File: src/hw/clock_output_divider_pkg.sv
// Constants shared by the output divider stage and its divider path.
// Assumes all config inputs are synchronous to the selected divider clock.
package clock_output_divider_pkg;

    // ------------------------------------------------------------------
    // Widths
    // ------------------------------------------------------------------
    localparam int RATIO_W = 32;
    localparam int STEP_W = 34;
    localparam int LEN_W = 36;
    localparam int PATHS = 2;

    typedef logic [RATIO_W-1:0] ratio_t;
    typedef logic signed [STEP_W-1:0] step_t;
    typedef logic signed [LEN_W-1:0] len_t;

    // ------------------------------------------------------------------
    // Interval limits and reset values
    // ------------------------------------------------------------------
    localparam len_t MIN_INTERVAL = 36'sh0_0000_0002;
    localparam len_t LEN_ZERO = 36'sh0_0000_0000;
    localparam len_t LEN_ONE = 36'sh0_0000_0001;
    localparam step_t STEP_ZERO = 34'sh0_0000_0000;

    // ------------------------------------------------------------------
    // Stage numbers and divider sources
    // ------------------------------------------------------------------
    localparam logic [2:0] STAGE_FOUR = 3'h4;
    localparam logic [2:0] STAGE_FIVE = 3'h5;
    localparam logic [2:0] STAGE_SIX = 3'h6;
    localparam logic [2:0] STAGE_SEVEN = 3'h7;

    typedef enum logic [1:0] {
        SRC_DIV_FOUR = 2'h0,
        SRC_DIV_FIVE = 2'h1,
        SRC_DIV_SIX = 2'h2,
        SRC_DIV_SEVEN = 2'h3
    } source_e;

    // ------------------------------------------------------------------
    // Divider path states, Gray along idle, high, low
    // ------------------------------------------------------------------
    typedef enum logic [1:0] {
        ST_IDLE = 2'b00,
        ST_HIGH = 2'b01,
        ST_LOW = 2'b11
    } phase_e;

endpackage : clock_output_divider_pkg

File: src/hw/divider_path.sv
// One divider path: integer division, pulse width and coarse phase step.
// Assumes sys_clk_i is the selected fractional divider clock.
`timescale 1ns/1ps
module divider_path (
    input wire logic sys_clk_i,
    input wire logic srst_i,
    input wire clock_output_divider_pkg::ratio_t divide_ratio_i,
    input wire clock_output_divider_pkg::ratio_t high_count_i,
    input wire clock_output_divider_pkg::step_t step_value_i,
    input wire logic step_write_i,
    output logic clk_out_o,
    output logic step_pending_o
);
    import clock_output_divider_pkg::*;

    phase_e state_reg;
    len_t count_reg;
    len_t low_len_reg;
    step_t step_reg;
    logic pending_reg;

    len_t base_hi;
    len_t base_lo;
    len_t adj_hi;
    len_t adj_lo;
    len_t next_hi;
    len_t next_lo;

    function automatic len_t clamp_min(input len_t v);
        clamp_min = (v < MIN_INTERVAL) ? MIN_INTERVAL : v;
    endfunction : clamp_min

    // ------------------------------------------------------------------
    // Interval lengths for the coming period
    // ------------------------------------------------------------------
    always_comb begin
        if (high_count_i == '0) begin
            base_hi = len_t'({1'b0, divide_ratio_i[RATIO_W-1:1]});
            base_lo = len_t'(divide_ratio_i) - base_hi;
            adj_hi = len_t'(step_reg >>> 1);
            adj_lo = len_t'(step_reg) - adj_hi;
        end else begin
            base_hi = len_t'(high_count_i);
            base_lo = len_t'(divide_ratio_i) - len_t'(high_count_i);
            adj_hi = LEN_ZERO;
            adj_lo = len_t'(step_reg);
        end
        if (pending_reg) begin
            // Whole step lands in this one period
            next_hi = (adj_hi == LEN_ZERO) ? base_hi : clamp_min(base_hi + adj_hi);
            next_lo = clamp_min(base_lo + adj_lo);
        end else begin
            next_hi = base_hi;
            next_lo = (base_lo < LEN_ONE) ? LEN_ONE : base_lo;
        end
    end

    // ------------------------------------------------------------------
    // Period sequencer
    // ------------------------------------------------------------------
    always_ff @(posedge sys_clk_i) begin
        if (srst_i) begin
            state_reg <= ST_IDLE;
            count_reg <= LEN_ZERO;
            low_len_reg <= LEN_ONE;
        end else begin
            case (state_reg)
                ST_IDLE: begin
                    state_reg <= (next_hi > LEN_ZERO) ? ST_HIGH : ST_LOW;
                    count_reg <= (next_hi > LEN_ZERO) ? next_hi : next_lo;
                    low_len_reg <= next_lo;
                end
                ST_HIGH: begin
                    if (count_reg <= LEN_ONE) begin
                        state_reg <= ST_LOW;
                        count_reg <= low_len_reg;
                    end else begin
                        count_reg <= count_reg - LEN_ONE;
                    end
                end
                ST_LOW: begin
                    if (count_reg <= LEN_ONE) begin
                        // Period boundary: load next lengths
                        state_reg <= (next_hi > LEN_ZERO) ? ST_HIGH : ST_LOW;
                        count_reg <= (next_hi > LEN_ZERO) ? next_hi : next_lo;
                        low_len_reg <= next_lo;
                    end else begin
                        count_reg <= count_reg - LEN_ONE;
                    end
                end
                default: begin
                    state_reg <= ST_IDLE;
                    count_reg <= LEN_ZERO;
                end
            endcase
        end
    end

    wire logic boundary = (state_reg == ST_IDLE)
        || ((state_reg == ST_LOW) && (count_reg <= LEN_ONE));

    // ------------------------------------------------------------------
    // Coarse step hold, consumed once at the boundary
    // ------------------------------------------------------------------
    always_ff @(posedge sys_clk_i) begin
        if (srst_i) begin
            step_reg <= STEP_ZERO;
            pending_reg <= 1'b0;
        end else if (step_write_i) begin
            step_reg <= step_value_i;
            pending_reg <= 1'b1;
        end else if (boundary) begin
            step_reg <= STEP_ZERO;
            pending_reg <= 1'b0;
        end
    end

    // ------------------------------------------------------------------
    // Outputs
    // ------------------------------------------------------------------
    always_ff @(posedge sys_clk_i) begin
        if (srst_i) begin
            clk_out_o <= 1'b0;
            step_pending_o <= 1'b0;
        end else begin
            clk_out_o <= (state_reg == ST_HIGH);
            step_pending_o <= pending_reg;
        end
    end

endmodule : divider_path

File: src/hw/clock_output_divider_stage.sv
// Output stage: source mapping, two divider paths and the pad pair of each.
// Assumes sys_clk_i is the divider clock chosen by the source select.
// Function
// Stage four uses divider four or five; five, six fixed; seven six or seven.
// Dual stage holds two identical paths fed by the same divider clock.
// Output divides the divider clock by a 32-bit unsigned ratio.
// Zero high count gives a 50/50 output.
// Nonzero high count sets high cycles per period; rest is low.
// Software keeps high count below the divide ratio.
// Shaped pulses are high going; invert complementary pad for low pulses.
// High pulse width works in every mode.
// Coarse step lengthens or shortens high and low intervals in input cycles.
// Adjusted period never below two high plus two low cycles; code leaves the high interval unclamped when its share of the step is zero.
// Software avoids coarse steps when the ratio is one to four.
// One step may change each interval by up to 2^32 cycles.
// Whole signed step applies in one period; positive lengthens.
// In 50/50 mode the step splits evenly over high and low.
// With a high count the step goes to the low interval only.
// Software may issue many steps, preferably small ones.
// Complementary pad copies the true pad, optionally inverted.
// Each step is consumed once at the next period boundary.
// Odd ratio in 50/50 mode: high is floor of half the ratio.
`timescale 1ns/1ps
module clock_output_divider_stage #(
    parameter logic [2:0] STAGE_NUMBER = 3'h4
) (
    input wire logic sys_clk_i,
    input wire logic srst_i,
    input wire logic stage4_source_select_i,
    input wire logic stage7_source_select_i,
    input wire clock_output_divider_pkg::ratio_t integer_divide_ratio_i [2],
    input wire clock_output_divider_pkg::ratio_t high_pulse_count_i [2],
    input wire clock_output_divider_pkg::step_t coarse_phase_step_i [2],
    input wire logic coarse_phase_step_write_i [2],
    input wire logic complementary_invert_i [2],
    output clock_output_divider_pkg::source_e active_source_o,
    output logic true_output_pad_o [2],
    output logic complementary_output_pad_o [2],
    output logic step_pending_o [2]
);
    import clock_output_divider_pkg::*;

    // ------------------------------------------------------------------
    // Source mapping
    // ------------------------------------------------------------------
    function automatic source_e map_source(input logic [2:0] stage, input logic sel4,
                                           input logic sel7);
        case (stage)
            STAGE_FOUR: map_source = sel4 ? SRC_DIV_FIVE : SRC_DIV_FOUR;
            STAGE_FIVE: map_source = SRC_DIV_FIVE;
            STAGE_SIX: map_source = SRC_DIV_SIX;
            STAGE_SEVEN: map_source = sel7 ? SRC_DIV_SEVEN : SRC_DIV_SIX;
            default: map_source = SRC_DIV_FOUR;
        endcase
    endfunction : map_source

    always_ff @(posedge sys_clk_i) begin
        if (srst_i) begin
            active_source_o <= map_source(STAGE_NUMBER, 1'b0, 1'b0);
        end else begin
            active_source_o <= map_source(STAGE_NUMBER, stage4_source_select_i,
                                          stage7_source_select_i);
        end
    end

    // ------------------------------------------------------------------
    // Two identical paths on one divider clock
    // ------------------------------------------------------------------
    logic path_clk [PATHS];
    logic path_pending [PATHS];

    for (genvar p = 0; p < PATHS; p++) begin : g_path
        divider_path u_path (
            .sys_clk_i(sys_clk_i),
            .srst_i(srst_i),
            .divide_ratio_i(integer_divide_ratio_i[p]),
            .high_count_i(high_pulse_count_i[p]),
            .step_value_i(coarse_phase_step_i[p]),
            .step_write_i(coarse_phase_step_write_i[p]),
            .clk_out_o(path_clk[p]),
            .step_pending_o(path_pending[p])
        );

        always_ff @(posedge sys_clk_i) begin
            if (srst_i) begin
                true_output_pad_o[p] <= 1'b0;
                complementary_output_pad_o[p] <= 1'b0;
                step_pending_o[p] <= 1'b0;
            end else begin
                true_output_pad_o[p] <= path_clk[p];
                complementary_output_pad_o[p] <= path_clk[p] ^ complementary_invert_i[p];
                step_pending_o[p] <= path_pending[p];
            end
        end
    end

endmodule : clock_output_divider_stage

File: config.mk
export PLATFORM = sky130hd
export DESIGN_NAME = clock_output_divider_stage
export DESIGN_NICKNAME = d
export VERILOG_FILES = /design/src/hw/clock_output_divider_pkg.sv /design/src/hw/divider_path.sv /design/src/hw/clock_output_divider_stage.sv
export SDC_FILE = /design/constraint.sdc
export NUM_CORES = 1
export LEC_CHECK = 0
export BUFFER_PORTS_ARGS = -buffer_cell sky130_fd_sc_hd__buf_2
export CAP_MARGIN = 20
export CORE_MARGIN = 2
export CORE_UTILIZATION = 30
export CTS_CLUSTER_SIZE = 30
export DETAILED_ROUTE_END_ITERATION = 16
export SLEW_MARGIN = 20
export SYNTH_ARGS = -nofsm -noshare
export SYNTH_HDL_FRONTEND = slang
export SYNTH_SLANG_ARGS = --single-unit
File: constraint.sdc
create_clock -name sys_clk_i -period 31.7 [get_ports sys_clk_i]
set_clock_uncertainty 0.05 [all_clocks]
set_input_delay 0 -clock sys_clk_i [delete_from_list [all_inputs] [get_ports sys_clk_i]]
set_output_delay 0 -clock sys_clk_i [all_outputs]
set_load 0.05 [all_outputs]
==> impl_metrics.json <==
{
  "clock-root-buffer": "sky130_fd_sc_hd__clkbuf_16",
  "route.detailed.vias_per_inst": 5.732,
  "final.period_utilization_pct": 42.35,
  "fp.dieH_um": 316.7,
  "internal_power_uw": 888.4,
  "insertion_delay_ns": 0.62,
  "design.portCount": 212,
  "antenna_cells": 0,
  "first_pass_grt_wire_length_um": 168800,
  "overall_fraction_of_global_route_tracks_in_use_pct": 21.08,
  "min_from": "high_pulse_count_i[56]",
  "combinational_power_share_pct": 52.2,
  "port-buffer-count": 209,
  "postRouteWirelength_um": 109900,
  "cp_slowest_stage_delay_ns": 0.73,
  "mappedNetlistArea_mm2": 0.02934,
  "postSynth.asyncResetShare_pct": 0,
  "first_pass_iters": 6,
  "cts.repair_timing.setup_buffer_count": 0,
  "setup-tns-final_ns": 0,
  "place.gp.congestion": 0.9514,
  "seq_power_share_pct": 25.1,
  "hold_path.class": "primary input to register",
  "rsz_0062_raised_after_global_routing": "false",
  "grt_pass1_vias": 29470,
  "hold_viol": 0,
  "cp_slowest_cell": "sky130_fd_sc_hd__or4b_2",
  "ys_seq_elements": 229,
  "total_switching_power_uw": 734.8,
  "regToRegStartpoint": "g_path[0].u_path.step_reg[1]",
  "synth.distinct_cells": 120,
  "synth_enable_flop_cells": 0,
  "initial_utilization_pct": 30.30,
  "detailed_place_hpwl_um": 86470,
  "ys.flop_type": "sky130_fd_sc_hd__dfxtp_1",
  "clkSlewWorstSetupHoldPaths_ns": 0.06,
  "fin_cells": 5523,
  "placed_cells": 5354,
  "die_area_mm2": 0.1003,
  "post_drt_wl_per_cell_um": 19.90,
  "outcome": "complete, no violations",
  "largest_net_degree_at_the_start_of_global_routing": 93,
  "ys_warn_count": 0,
  "synth_fp_nets": 4500,
  "core_mm2": 0.09685,
  "setup.worst_path.class": "primary input to register",
  "placement_rows": 114,
  "cts.path.max_buffers": 3,
  "leakagePower_nw": 14.43,
  "critical_path_required_ns": 32.19,
  "ir_worst_vdd_mv": 0.05063,
  "max-cap-violations": 0,
  "route.detailed.drc": 0,
  "seq_total_area_yosys_pct": 15.62,
  "post-synth-top-area-fraction_pct": 15.62,
  "r2r_setup_slack_ns": 19.29,
  "cts_num_sinks": 229,
  "power.switching_fraction_pct": 45.27,
  "dr.first_iter.drc_count": 2649,
  "ctsHtreeMaxLevel": 1,
  "overflow": 0,
  "grt_antenna_before_repair": 6,
  "worst-endpoint-arrival_ns": 13.91,
  "max_freq_mhz": 74.50,
  "dr_total_vias": 31660,
  "relative_slew_slack_pct": 26.18,
  "die_x_um": 316.7,
  "avgSynthCellArea_um2": 7.274,
  "power_density_mw_per_mm2": 48.11,
  "worst_slew_pin_tran_ns": 1.107,
  "worst-path-max-fanout": 68,
  "worstSetupStartpoint": "high_pulse_count_i[63]",
  "netlist_instances": 4034,
  "drive_gt1_share_pct": 9.866,
  "num-nets-final": 4690,
  "time_the_final_worst_path_needs_with_i_o_delays_and_setup_ns": 13.42,
  "cell_types_with_the_largest_area_share_after_synthesis": "sky130_fd_sc_hd__dfxtp_1 16%, sky130_fd_sc_hd__ha_1 11%, sky130_fd_sc_hd__xnor2_1 5.5%",
  "synth_largest_area_cell": "sky130_fd_sc_hd__dfxtp_1",
  "setup_viol": 0,
  "critical_path.startpoint_type": "primary input",
  "drt.antenna.violating_nets": 0,
  "clockPowerShare_pct": 22.7,
  "clock_tree_from_tritoncts": "built",
  "flow.area_growth_from_synthesis_pct": 14.98,
  "crit_end_element": "register",
  "slew_viol_final": 0,
  "tritoncts.num_buffers": 30
}
-- power by group through the flow --
stage | clock network [mW] | logic, mW | registers, mW
floorplan | 0 | 0.607 | 0.397
global placement | 0 | 0.810 | 0.411
global route | 0.387 | 0.933 | 0.417
detailed placement | 0 | 0.818 | 0.412
finish | 0.369 | 0.847 | 0.408
CTS | 0.375 | 0.835 | 0.407
-- path summary, 6_finish.rpt --
| path | to | cells after the start |
|---|---|---|
| max | g_path[0].u_path.count_reg[34] | 44 |
| min | g_path[0].u_path.count_reg[24] | 5 |
| max reg2reg | g_path[0].u_path.count_reg[34] | 39 |
| min reg2reg | step_pending_o[0] | 1 |
-- worst max-delay path, delay by kind of cell --
family | cells | cell delay (ns)
AOI/OAI and AO/OA | 19 | 5.48
and+or+nand+nor | 15 | 5.25
buffers and inverters | 5 | 1.58
adders and majority gates | 4 | 1.42
muxes | 1 | 0.14
-- metal layers --
layer | vias to the layer above | GRT usage [%] | part of all wire (%)
met4 | 0 | 6.572 | 3.3
met1 | 14940 | 28.67 | 45
met2 | 1121 | 34.54 | 45
met5 | - | 0 | 0
met3 | 184 | 2.726 | 6.6
li1 | 15410 | - | -
-- timing repair --
item                      CTS  global route
hold endpoints to repair  105             0
gates resized for setup     0             0
hold buffers              114             0
-- layout make-up --
type                    count  area [µm²]
multi-input cells        3346       23080
well taps                1276        1597
inverters                 257       964.7
repair buffers            360        2467
fillers                 10340       63110
flip-flops and latches    229        4584
clock buffers              36       804.5
clock inverters            19       237.7
-- stage by stage --
step	area [µm²]	hold WS (ns)	worst slack [ns]	util [%]	total power, mW
final	33740	0.02321	18.28	34.84	1.623
after global placement	31550	0.1577	18.44	32.57	1.221
after floorplan	29340	0.07818	21.28	-	1.005
after detailed placement	31550	0.1660	18.40	32.57	1.229
after global routing	33740	0.03125	17.77	34.84	1.737
after CTS	33730	0.00002870	18.51	34.83	1.617
-- kinds of logic after synthesis --
family	count (synthesis)	share of synthesized area (%)
XOR/XNOR	304	9.121
AO/OA/AOI/OAI	1375	32.16
AND/OR/NAND/NOR	1326	22.82
flip-flops	229	15.62
adder cells (fa/ha/maj)	270	11.65
multiplexers	70	2.550
other	1	0.01278
buffers and inverters	459	6.072
-- cells in the mapped netlist, drive strengths merged (77+ instances only) --
cell type,count
nor3,116
o21ai,234
inv,257
o22ai,82
nor2,352
a21o,89
nand3,89
xor2,120
xnor2,183
nand2,327
clkbuf,167
a22oi,77
dfxtp,229
a22o,89
ha,254
a21oi,316
-- cells in the final DEF (no fill, tap or decap), types with 86 or more instances in the layout --
cell type                       count
sky130_fd_sc_hd__nor2_1           349
sky130_fd_sc_hd__nand2_1          327
sky130_fd_sc_hd__a21oi_1          312
sky130_fd_sc_hd__inv_1            257
sky130_fd_sc_hd__ha_1             254
sky130_fd_sc_hd__dfxtp_1          229
sky130_fd_sc_hd__o21ai_0          224
sky130_fd_sc_hd__buf_2            208
sky130_fd_sc_hd__xnor2_1          183
sky130_fd_sc_hd__xor2_1           120
sky130_fd_sc_hd__dlygate4sd3_1    114
sky130_fd_sc_hd__nor3_1           111
sky130_fd_sc_hd__a22o_1            89
sky130_fd_sc_hd__a21o_1            88
sky130_fd_sc_hd__nand3_1           86
No activity file was read; power rests on OpenSTA's default activity.
